`src/hdl/pie_params.svh`:
```
// Purpose: constants for the peripheral interrupt enable and priority block
// Assumes: Avalon-MM word addressing, 8-bit registers in low data bits
// Notes: offsets are word indices
`ifndef PIE_PARAMS_SVH
`define PIE_PARAMS_SVH
`define PIE_OFF_EN2       3'h0
`define PIE_OFF_EN3       3'h1
`define PIE_OFF_PRI1      3'h2
`define PIE_OFF_PRI2      3'h3
`define PIE_OFF_PRI3      3'h4
`define PIE_OFF_CTRL      3'h5
`define PIE_OFF_STATUS    3'h6
`define PIE_OFF_STCLR     3'h7
`define PIE_EN2_MASK      8'hCF
`define PIE_EN3_MASK      8'h40
`define PIE_PRI1_MASK     8'h7F
`define PIE_PRI2_MASK     8'hCF
`define PIE_PRI3_MASK     8'h70
`define PIE_EN_RST        8'h00
`define PIE_PRI_RST       8'hFF
`define PIE_STAT_W        3
`define PIE_DATA_W        8
`endif

```
`src/hdl/pie_pkg.sv`:
```
// Purpose: types for the peripheral interrupt enable and priority block
// Assumes: none
// Notes: none
package pie_pkg;
	typedef struct packed {
		logic [2:0]  address;
		logic        read;
		logic        write;
		logic [31:0] writedata;
	} pie_avreq_s;
	typedef struct packed {
		logic [31:0] readdata;
		logic        waitrequest;
	} pie_avrsp_s;
	typedef struct packed {
		logic [7:0] grp1;
		logic [7:0] grp2;
		logic [7:0] grp3;
	} pie_srcvec_s;
	typedef enum logic [1:0] {
		PIE_IDLE = 2'b01,
		PIE_DONE = 2'b10
	} pie_bus_e;
endpackage : pie_pkg

```
`src/hdl/pie_ctrl.sv`:
```
// Purpose: peripheral interrupt enables (groups 2, 3) and priorities (1..3)
// Assumes: synchronous active-low reset, request flags from same clock
// Notes: registers on Avalon-MM, one wait cycle per access
//
// The address map and register access over Avalon-MM were left to the implementer.
`timescale 1ns/10ps
`include "pie_params.svh"
module pie_ctrl (
	input  wire logic              clock,       // 50 MHz clock
	input  wire logic              resetn,      // sync reset, active low
	input  wire pie_pkg::pie_avreq_s avReq,     // avalon request
	output pie_pkg::pie_avrsp_s    avRsp,       // avalon response
	input  wire pie_pkg::pie_srcvec_s srcFlags, // peripheral flags
	output logic                   irqHigh,     // high-priority request
	output logic                   irqLow,      // low-priority request
	output logic                   irqOut       // status interrupt
);
	import pie_pkg::*;

	localparam int NGRP = 3;

	// group 2: 7 osc fail, 6 comparator, 3 bus collision, 2 voltage, 1 timer3, 0 ccp2
	// group 3: 6 display, 5 serial2 rx, 4 serial2 tx
	logic [7:0] en2_r, en2_nxt;
	logic [7:0] en3_r, en3_nxt;
	logic [7:0] pri1_r, pri1_nxt;
	logic [7:0] pri2_r, pri2_nxt;
	logic [7:0] pri3_r, pri3_nxt;
	logic       globalPrio_r, globalPrio_nxt;
	logic [`PIE_STAT_W-1:0] stat_r, stat_nxt;
	logic [`PIE_STAT_W-1:0] statEn_r, statEn_nxt;
	logic       highQ_r, lowQ_r;
	pie_bus_e   bus_r, bus_nxt;
	logic [31:0] rdata_r, rdata_nxt;

	logic [7:0] en1Fixed;
	logic [NGRP*8-1:0] flagsAll, enAll, priAll, hiAll, loAll;
	logic       irqHighNow, irqLowNow;
	logic       accWr, accRd;

	// group 1 enables live outside this block, so pass bits 6..0 of those requests through
	assign en1Fixed = `PIE_PRI1_MASK;
	assign flagsAll = {srcFlags.grp3, srcFlags.grp2, srcFlags.grp1};
	assign enAll    = {en3_r, en2_r, en1Fixed};
	assign priAll   = {pri3_r, pri2_r, pri1_r};

	genvar g;
	generate
		for (g = 0; g < NGRP; g++) begin : gRoute
			pie_route #(.WIDTH(8)) uRoute (
				.flags   (flagsAll[g*8 +: 8]),
				.enables (enAll[g*8 +: 8]),
				.prios   (priAll[g*8 +: 8]),
				.prioOn  (globalPrio_r),
				.reqHigh (hiAll[g*8 +: 8]),
				.reqLow  (loAll[g*8 +: 8])
			);
		end
	endgenerate

	assign irqHighNow = |hiAll;
	assign irqLowNow  = |loAll;

	// one wait state: the access completes in the DONE state
	assign accWr = (bus_r == PIE_DONE) && avReq.write;
	assign accRd = (bus_r == PIE_DONE) && avReq.read;

	always_comb begin
		bus_nxt = bus_r;
		unique case (bus_r)
			PIE_IDLE: begin
				if (avReq.read || avReq.write) bus_nxt = PIE_DONE;
			end
			PIE_DONE: begin
				bus_nxt = PIE_IDLE;
			end
			default: bus_nxt = PIE_IDLE;
		endcase
	end

	always_comb begin
		en2_nxt        = en2_r;
		en3_nxt        = en3_r;
		pri1_nxt       = pri1_r;
		pri2_nxt       = pri2_r;
		pri3_nxt       = pri3_r;
		globalPrio_nxt = globalPrio_r;
		statEn_nxt     = statEn_r;
		stat_nxt       = stat_r;
		if (accWr) begin
			unique case (avReq.address)
				`PIE_OFF_EN2:  en2_nxt = avReq.writedata[7:0] & `PIE_EN2_MASK;
				`PIE_OFF_EN3:  en3_nxt = avReq.writedata[7:0] & `PIE_EN3_MASK;
				`PIE_OFF_PRI1: pri1_nxt = avReq.writedata[7:0] & `PIE_PRI1_MASK;
				`PIE_OFF_PRI2: pri2_nxt = avReq.writedata[7:0] & `PIE_PRI2_MASK;
				`PIE_OFF_PRI3: pri3_nxt = avReq.writedata[7:0] & `PIE_PRI3_MASK;
				`PIE_OFF_CTRL: begin
					globalPrio_nxt = avReq.writedata[0];
					statEn_nxt     = avReq.writedata[`PIE_STAT_W:1];
				end
				`PIE_OFF_STCLR: stat_nxt = stat_r & ~avReq.writedata[`PIE_STAT_W-1:0];
				default: ;
			endcase
		end
		// set after clear: an event in the clearing cycle survives
		stat_nxt = stat_nxt | {globalPrio_r, irqLowNow & ~lowQ_r, irqHighNow & ~highQ_r};
	end

	always_comb begin
		rdata_nxt = '0;
		if (accRd) begin
			unique case (avReq.address)
				`PIE_OFF_EN2:    rdata_nxt[7:0] = en2_r;
				`PIE_OFF_EN3:    rdata_nxt[7:0] = en3_r;
				`PIE_OFF_PRI1:   rdata_nxt[7:0] = pri1_r;
				`PIE_OFF_PRI2:   rdata_nxt[7:0] = pri2_r;
				`PIE_OFF_PRI3:   rdata_nxt[7:0] = pri3_r;
				`PIE_OFF_CTRL:   rdata_nxt[`PIE_STAT_W:0] = {statEn_r, globalPrio_r};
				`PIE_OFF_STATUS: rdata_nxt[`PIE_STAT_W-1:0] = stat_r;
				default:         rdata_nxt = '0;   // write-only clear reads zero
			endcase
		end
	end

	always_ff @(posedge clock) begin
		if (!resetn) begin
			bus_r        <= PIE_IDLE;
			en2_r        <= `PIE_EN_RST;
			en3_r        <= `PIE_EN_RST;
			pri1_r       <= `PIE_PRI_RST & `PIE_PRI1_MASK;
			pri2_r       <= `PIE_PRI_RST & `PIE_PRI2_MASK;
			pri3_r       <= `PIE_PRI_RST & `PIE_PRI3_MASK;
			globalPrio_r <= 1'b0;
			stat_r       <= '0;
			statEn_r     <= '0;
			highQ_r      <= 1'b0;
			lowQ_r       <= 1'b0;
			rdata_r      <= '0;
			irqHigh      <= 1'b0;
			irqLow       <= 1'b0;
		end else begin
			bus_r        <= bus_nxt;
			en2_r        <= en2_nxt;
			en3_r        <= en3_nxt;
			pri1_r       <= pri1_nxt;
			pri2_r       <= pri2_nxt;
			pri3_r       <= pri3_nxt;
			globalPrio_r <= globalPrio_nxt;
			stat_r       <= stat_nxt;
			statEn_r     <= statEn_nxt;
			highQ_r      <= irqHighNow;
			lowQ_r       <= irqLowNow;
			rdata_r      <= rdata_nxt;
			irqHigh      <= irqHighNow;
			irqLow       <= irqLowNow;
		end
	end

	assign avRsp.waitrequest = (avReq.read || avReq.write) && (bus_r != PIE_DONE);
	assign avRsp.readdata    = rdata_nxt;
	assign irqOut            = |(stat_r & statEn_r);

	// ---- checks ----
	a_osc_fail_gate: assert property (@(posedge clock) disable iff (!resetn)
		(!en2_r[7] && !globalPrio_r && (srcFlags.grp2 & en2_r) == 8'h00
		 && srcFlags.grp1 == 8'h00 && (srcFlags.grp3 & en3_r) == 8'h00) |=> !irqHigh)
		else $error("masked request reached core");
	a_comp_pass: assert property (@(posedge clock) disable iff (!resetn)
		(srcFlags.grp2[6] && en2_r[6] && !globalPrio_r) |=> irqHigh)
		else $error("comparator request lost");
	a_bcol_pass: assert property (@(posedge clock) disable iff (!resetn)
		(srcFlags.grp2[3] && en2_r[3] && !globalPrio_r) |=> irqHigh)
		else $error("bus collision request lost");
	a_volt_pass: assert property (@(posedge clock) disable iff (!resetn)
		(srcFlags.grp2[2] && en2_r[2] && globalPrio_r && pri2_r[2]) |=> irqHigh)
		else $error("voltage request misrouted");
	a_tmr3_low: assert property (@(posedge clock) disable iff (!resetn)
		(srcFlags.grp2[1] && en2_r[1] && globalPrio_r && !pri2_r[1]) |=> irqLow)
		else $error("timer3 low request lost");
	a_ccp2_pass: assert property (@(posedge clock) disable iff (!resetn)
		(srcFlags.grp2[0] && en2_r[0] && !globalPrio_r) |=> irqHigh)
		else $error("compare unit request lost");
	a_unimpl_zero: assert property (@(posedge clock) disable iff (!resetn)
		((en2_r & ~`PIE_EN2_MASK) == 8'h00) && ((en3_r & ~`PIE_EN3_MASK) == 8'h00))
		else $error("unimplemented enable bit set");
	a_no_low_off: assert property (@(posedge clock) disable iff (!resetn)
		!globalPrio_r |=> !irqLow)
		else $error("low request without priority mode");
	a_pri_reset: assert property (@(posedge clock)
		$rose(resetn) |-> (pri2_r == `PIE_PRI2_MASK && en2_r == 8'h00))
		else $error("reset values wrong");
endmodule : pie_ctrl

```
`src/hdl/pie_route.sv`:
```
// Purpose: gates and routes one 8-bit group of interrupt requests
// Assumes: flags, enables and priorities on the block clock
// Notes: purely combinational
`timescale 1ns/10ps
module pie_route #(
	parameter int WIDTH = 8
) (
	input  wire logic [WIDTH-1:0] flags,     // raw requests
	input  wire logic [WIDTH-1:0] enables,   // enable bits
	input  wire logic [WIDTH-1:0] prios,     // priority bits
	input  wire logic             prioOn,    // global priority enable
	output logic      [WIDTH-1:0] reqHigh,   // routed to high level
	output logic      [WIDTH-1:0] reqLow     // routed to low level
);
	initial begin
		if (WIDTH < 1) $error("pie_route: WIDTH must be positive");
	end
	logic [WIDTH-1:0] gated;
	always_comb begin
		gated = flags & enables;
		// without priority mode everything goes high
		reqHigh = prioOn ? (gated & prios) : gated;
		reqLow  = prioOn ? (gated & ~prios) : '0;
	end
endmodule : pie_route

```
`config.mk`:
```
export PLATFORM = sky130hd
export DESIGN_NAME = pie_ctrl
export DESIGN_NICKNAME = d
export VERILOG_FILES = /design/src/hdl/pie_pkg.sv /design/src/hdl/pie_ctrl.sv /design/src/hdl/pie_route.sv
export VERILOG_INCLUDE_DIRS = /design/src /design/src/hdl
export SDC_FILE = /design/constraint.sdc
export NUM_CORES = 1
export LEC_CHECK = 0
export BUFFER_PORTS_ARGS = -buffer_cell sky130_fd_sc_hd__buf_2
export CAP_MARGIN = 20
export CORE_ASPECT_RATIO = 1.4
export CORE_UTILIZATION = 41
export CTS_CLUSTER_SIZE = 30
export DETAILED_ROUTE_END_ITERATION = 7
export GPL_ROUTABILITY_DRIVEN = 0
export PLACE_DENSITY = 0.76
export SLEW_MARGIN = 20
export SYNTH_ARGS = -nofsm -noshare
export SYNTH_HDL_FRONTEND = slang
export SYNTH_SLANG_ARGS = --single-unit
```
`constraint.sdc`:
```
create_clock -name clock -period 1.4 [get_ports clock]
set_input_delay 0.14 -clock clock [delete_from_list [all_inputs] [get_ports clock]]
set_output_delay 0.14 -clock clock [all_outputs]
set_load 0.1 [all_outputs]
```
==> impl_metrics.ini, run 1 <==
[synthesis]
synthTopCellsByArea = dfxtp_1 (34%), nand3_1 (10%), buf_4 (9.1%), nand2_1 (8.0%), mux2i_1 (6.1%)
synth_ff_type = dfxtp_1
synth.top_cell.area_share = 0.3434
synth_top_area_cell = dfxtp_1
synthCells = 254
ys_ff_latch = 34
synthDistinctLibCells = 36
synth_edf_count = 0
ys.warnings.count = 0
netlist_area_sq_mm = 0.001982
ys_seq_area_frac = 0.3434
synth.avg_cell_area_sq_um = 7.803
async_flop_share = 0

[floorplan]
std_cell_rows = 29
die-area_sq_mm = 0.005120
design.core.area_sq_mm = 0.004572
start_util = 0.4335
fp.dieW_um = 60.76
die_height_um = 84.27
num_io_pins = 99

[global_routing]
grt_max_degree = 19
track_usage = 0.2489
grt_overflow = 0
grt_pass1_vias = 2038
antenna_found_initial = 0
grt_pass1_wl_um = 9453

[sta]
fin_crit_ns = 1.650
period_share = 1.178
layout_setup_ws_ns = -0.2498
setup_viol = 11
fmax_mhz = 606.1
rsz0062_at_grt = yes
skew_ns = 0.006554
final.setup.tns_ns = -1.659
final_hold_viol_count = 0
slew_viol_final = 0
hold_ws_ns = 0.09193

[clock_network]
holdBufCountCts = 0
cts_tree = yes
clk_latency_ns = 0.29
cts_buffers = 5
cts-root-buf = clkbuf_8
cts_sinks = 34
cts_htree_levels = 2
cts_buffer_depth = 2
clk_pin_slew_ns = 0.07

[worst_setup_path]
critical_path.startpoint = pri1_r[0]
crit_path_cell_trace = mux2i_1, nor2_1, a211oi_2, a211oi_4, buf_12
critPathMaxFanout = 4
arrival_ns = 1.51
r2r_end = stat_r[0]
cp.depth = 5
worst-path-buf-inv = 1
crit_family = flip-flops
cp.required_ns = 1.26
startpoint_type = register
crit_path_top_delay_cell = dfxtp_2
cp-end-kind = primary output
crit_type = reg -> out
cpPeakStageDelay_ns = 0.37
reg2reg_slack_ns = -0.15
reg2reg_depth = 7
endpoint = avRsp[1]
r2r_start = pri1_r[3]

[finish]
nets = 392
seqCellArea_sq_um = 698.2
n_antenna_cell = 0
area_delta_synth_final_pct = 46.59
multi_input_area_sq_mm = 0.001319
finalInstanceArea_sq_mm = 0.002905
n_fill_cell = 391
drive_above_1_share = 0.4030

[run_status]
status = finished with violations
violations = setup timing

[drt]
vias = 2164
routed_wl_um = 6189
via_per_inst = 5.520
ant_nets = 0
drt_iter0_markers = 115
drtPass1Iterations = 5
drc = 0
routedWlPerCell_um = 15.79

[min_path]
hold_path.class = in -> reg
hold_start = avReq[5]

[place]
port_buffers = 40
dpl-instance-area_sq_mm = 0.002659
hpwl_um = 4581

[pwr]
ir_drop_mv = 0.5586
leakagePower_nw = 1.250
p_per_area_mw_per_mm2 = 822.0

[flow_run]
cap_violations = 0
## sequential cells by signal, indices dropped and copies added, names as in the netlist
signal        count
lowQ_r            1
pri1_r            7
highQ_r           1
stat_r            3
pri3_r            3
bus_r             2
pri2_r            6
globalPrio_r      1
en2_r             6
statEn_r          3
en3_r             1
## worst min path at each step
stage	cells past startpoint	to	slack (ns)
after floorplan	2	pri3_r[4]	0.27
after global placement	3	pri3_r[4]	0.38
after detailed placement	3	pri3_r[5]	0.39
after CTS	3	pri3_r[5]	0.09
after global routing	3	pri3_r[5]	0.11
final	3	pri3_r[5]	0.09
## power breakdown
part / internal (mW) / switching [mW] / leakage [nW] / total (mW)
Sequential: 0.981 / 0.0127 / 0.276 / 0.994
Clock: 0.396 / 0.343 / 0.0482 / 0.739
Combinational: 0.161 / 0.495 / 0.926 / 0.656
## cell families (layout without fill, tap and decap cells)
family,after synthesis,after routing,synth area share
simple gates,124,124,0.3093
buf+inv,44,97,0.1319
compound gates,38,38,0.1414
flops,34,34,0.3434
mux,13,13,0.07197
other cells,1,24,0.001892
## cells in the mapped netlist, types with 2 or more instances
cell type   n
a211oi_1    6
a21boi_1    6
a21oi_1     4
a222oi_1    2
a22oi_1     8
a32o_1      2
and2_1      2
buf_2       5
buf_4      24
clkbuf_1    6
dfxtp_1    34
inv_1       8
mux2i_1    12
nand2_1    42
nand2b_1    2
nand3_1    40
nor2_1      9
nor2_2      2
nor2b_1    14
nor3_1      5
nor4_2      2
o22ai_1     5
## routing by layer
metal,vias up,global-route usage,part of all wire
met5,-,0,0
met1,1003,0.2901,0.38
met4,0,0.1446,0.041
met3,28,0.04160,0.073
li1,996,-,-
met2,137,0.4136,0.51
## tightest hold or removal path, cell delays in order
cell,delay (ns)
buf_2,0.09
mux2i_1,0.06
nand2_1,0.06
## final cells by class
cell class | count | share of cell area
well taps | 62 | 0.02670
repair buffers | 80 | 0.2360
flip-flops and latches | 34 | 0.2403
clock buffers | 7 | 0.02972
multi-input cells | 199 | 0.4539
clock inverters | 1 | 0.001723
inverters | 9 | 0.01163
## cells in the final DEF (no fill, tap or decap), drive strengths merged
cell type  synthesis  routed
a211oi             6       6
a21boi             6       6
a21oi              4       4
a222oi             2       2
a22oi              8       8
a32o               2       2
a41o               1       1
and2               2       2
and3               1       1
and4               1       1
buf               29      80
clkbuf             6       7
clkinv             0       1
conb               1      24
dfxtp             34      34
inv                9       9
mux2i             12      12
mux4               1       1
nand2             42      42
nand2b             2       2
nand3             40      40
nand3b             1       1
nand4              1       1
nor2              11      11
nor2b             14      14
nor3               5       5
nor4               3       3
o211ai             1       1
o21a               1       1
o21ai              1       1
o221ai             1       1
o22ai              5       5
or4                1       1
## what timing repair did
action / 4_1_cts / 5_1_grt
endpoints found under the setup margin: 11 / 35
setup buffers: 4 / 3
gates resized for setup: 23 / 15
pin swaps: 18 / 12
## per-stage QoR
step	power (mW)	worst slack (ns)	util	std cells
final	2.388	-0.2498	0.6355	392
after global routing	2.483	-0.2536	0.6355	392
after CTS	2.389	-0.2586	0.6215	389
after detailed placement	1.649	-0.1884	0.5816	379
after global placement	1.642	-0.1128	0.5816	379
after floorplan	1.532	-0.2977	-	277
(Power assumes the default switching activity.)
==> run 2: changes to the inputs <==
--- a/config.mk
+++ b/config.mk
@@ -9,7 +9,7 @@
 export BUFFER_PORTS_ARGS = -buffer_cell sky130_fd_sc_hd__buf_2
 export CAP_MARGIN = 20
 export CORE_ASPECT_RATIO = 1.4
-export CORE_UTILIZATION = 41
+export CORE_UTILIZATION = 44
 export CTS_CLUSTER_SIZE = 30
 export DETAILED_ROUTE_END_ITERATION = 7
 export GPL_ROUTABILITY_DRIVEN = 0
@@ -17,4 +17,5 @@
 export SLEW_MARGIN = 20
 export SYNTH_ARGS = -nofsm -noshare
 export SYNTH_HDL_FRONTEND = slang
+export SYNTH_HIERARCHICAL = 1
 export SYNTH_SLANG_ARGS = --single-unit
==> run 2 against run 1 <==
Against the previous run:
- the run still ends with setup timing left
- critical path type unchanged
- largest cell class unchanged
- register-to-register slack is essentially flat
- die area grew 17%
- non-clock buffer count grew 36
- flip-flop and latch count is the same
- setup slack lost 0.025 ns
==> impl_metrics.ini, run 2 <==
[run_status]
status = finished with violations
violations = setup timing

[worst_setup_path]
cp.required_ns = 1.26
crit_family = flip-flops
critical_path.startpoint = pri1_r[3]
worst-path-buf-inv = 2
crit_path_top_delay_cell = dfxtp_4
startpoint_type = register
arrival_ns = 1.54
r2r_start = globalPrio_r
cp-end-kind = primary output
crit_type = reg -> out
critPathMaxFanout = 2
cpPeakStageDelay_ns = 0.36
crit_path_cell_trace = mux2_2, a221oi_2, buf_4, a211oi_4, buf_12

[finish]
largest_register_ffs = 7
n_antenna_cell = 0
nets = 525
drive_above_1_share = 0.4449
final_core_util = 0.7242
largest-register = pri1_r
n_fill_cell = 366
finalNonFillerCells = 531
mostFrequentLayoutCells = conb_1 (57), buf_4 (49), nand2_1 (44)
reg_top3 = pri1_r (7), en2_r (6), pri2_r (6)
area_delta_synth_final_pct = 59.47
layout_commonest_cell = conb_1

[synthesis]
synth_fa_ha_area_frac = 0
synth_top_family_by_area = simple AND/OR/NAND/NOR gates
synthCells = 325
ys_ff_latch = 34
synth_ff_type = dfxtp_1
synth_edf_count = 0
synthDistinctLibCells = 36
yosysMostFrequentCell = nand2_1
synthSimpleGateAreaFrac = 0.3405
synthTopCellsByCount = nand2_1 (53), dfxtp_1 (34), buf_4 (28), inv_1 (28), a21oi_1 (26)
netlist_area_sq_mm = 0.002491
synthTopCellsByArea = dfxtp_1 (27%), nor3b_2 (9.0%), buf_4 (8.4%), nand2_1 (8.0%), a21oi_1 (5.2%)
ys_seq_area_frac = 0.2732
synth.top_cell.area_share = 0.2732
synthXorXnorAreaFrac = 0
async_flop_share = 0
synth_mux_area_frac = 0.07032
synth.avg_cell_area_sq_um = 7.665
synth-compound-area-share = 0.1522
synth_top_area_cell = dfxtp_1
ys.warnings.count = 6

[global_routing]
grt_max_degree = 33
grt_pass1_vias = 2719
antenna_found_initial = 0
grt_overflow = 0
track_usage = 0.2710
grt_pass1_wl_um = 12410

[floorplan]
die-area_sq_mm = 0.005971
num_io_pins = 99
fp.dieW_um = 65.59
design.core.area_sq_mm = 0.005485
std_cell_rows = 32
die_height_um = 91.03
start_util = 0.4542

[place]
place_ws_ns = -0.2176
port_buffers = 50
place_inst = 508
hpwl_um = 5544

[sta]
rsz0062_at_grt = yes
final.setup.tns_ns = -2.731
fmax_mhz = 597.0
layout_setup_ws_ns = -0.2750
slew_viol_final = 0
skew_ns = 0.009016
setup_viol = 21
period_share = 1.196
final_hold_viol_count = 0
fin_crit_ns = 1.675

[pwr]
leakagePower_nw = 1.853
p_per_area_mw_per_mm2 = 654.7
ir_drop_mv = 0.6202
power_mw = 2.601

[drt]
routed_wl_um = 8027
vias = 2783
drc = 0
routedWlPerCell_um = 15.12
drtPass1Iterations = 5
drt_iter0_markers = 146
ant_nets = 0
via_per_inst = 5.241

[clock_network]
cts_buffer_depth = 2
cts-root-buf = clkbuf_8
cts_buffers = 5
clk_pin_slew_ns = 0.07
cts_tree = yes
cts_htree_levels = 2
clk_latency_ns = 0.29
cts_sinks = 34

[min_path]
hold_path.class = in -> reg
hold_start = avReq[7]

[flow_run]
cap_violations = 0
==> run 2: cell types whose count changed after synthesis, moves of 11 or more <==
cell,change
a21oi_1,+22
inv_1,+20
nor3b_2,+18
nand3_1,-17
nand2_1,+11
nor4_1,+11
==> run 2: timing repair <==
action / 4_1_cts / 5_1_grt
pin swaps: 20 / 20
hold buffers: 0 / 0
gates resized for setup: 51 / 45
cloned: 0 / 1
setup endpoints to repair: 17 / 33
setup buffers: 12 / 3
==> run 2: kinds of logic after synthesis <==
| family | Yosys count |
|---|---|
| mux | 17 |
| buf+inv | 69 |
| simple gates | 143 |
| compound gates | 60 |
| flops | 34 |
| other cells | 2 |
==> run 2: area by class of cell <==
| class | instances | area, sq um | share of cell area |
|---|---|---|---|
| Clock buffer | 8 | 110.1 | 0.02772 |
| Inverter | 28 | 105.1 | 0.02646 |
| Multi-Input combinational cell | 277 | 1993 | 0.5017 |
| Sequential cell | 34 | 701.9 | 0.1767 |
| Tap cell | 68 | 85.08 | 0.02142 |
| Timing Repair Buffer | 116 | 977.2 | 0.2460 |
==> run 2: path summary, 6_finish.rpt <==
path,to,cells past startpoint,slack [ns]
setup / recovery,avRsp[4],5,-0.28
hold / removal,pri2_r[7],3,0.08
setup reg to reg,stat_r[1],7,-0.14
hold reg to reg,pri3_r[6],2,0.50
==> run 2: metal layers <==
layer | share of wire | track usage
met1 | 0.36 | 0.2834
met2 | 0.54 | 0.4777
met3 | 0.052 | 0.04774
met4 | 0.049 | 0.1793
met5 | 0 | 0
==> run 2: tightest hold or removal path, cell delays in order <==
cell and delay, ns:
buf_2 0.09, mux2i_1 0.06, nand2_1 0.06
==> run 2: stage by stage <==
stage / area [sq um] / hold WS (ns)
final: 3973 / 0.07842
after CTS: 3750 / 0.08325
after detailed placement: 3367 / 0.3838
after global placement: 3367 / 0.3735
after floorplan: 2887 / 0.2685
after global routing: 3973 / 0.1077
==> run 2: power by group <==
part	internal (mW)	leakage [nW]	switching, mW
sequential	0.976	0.273	0.0114
clock	0.497	0.0575	0.363
combinational	0.205	1.52	0.548
total	1.68	1.85	0.923
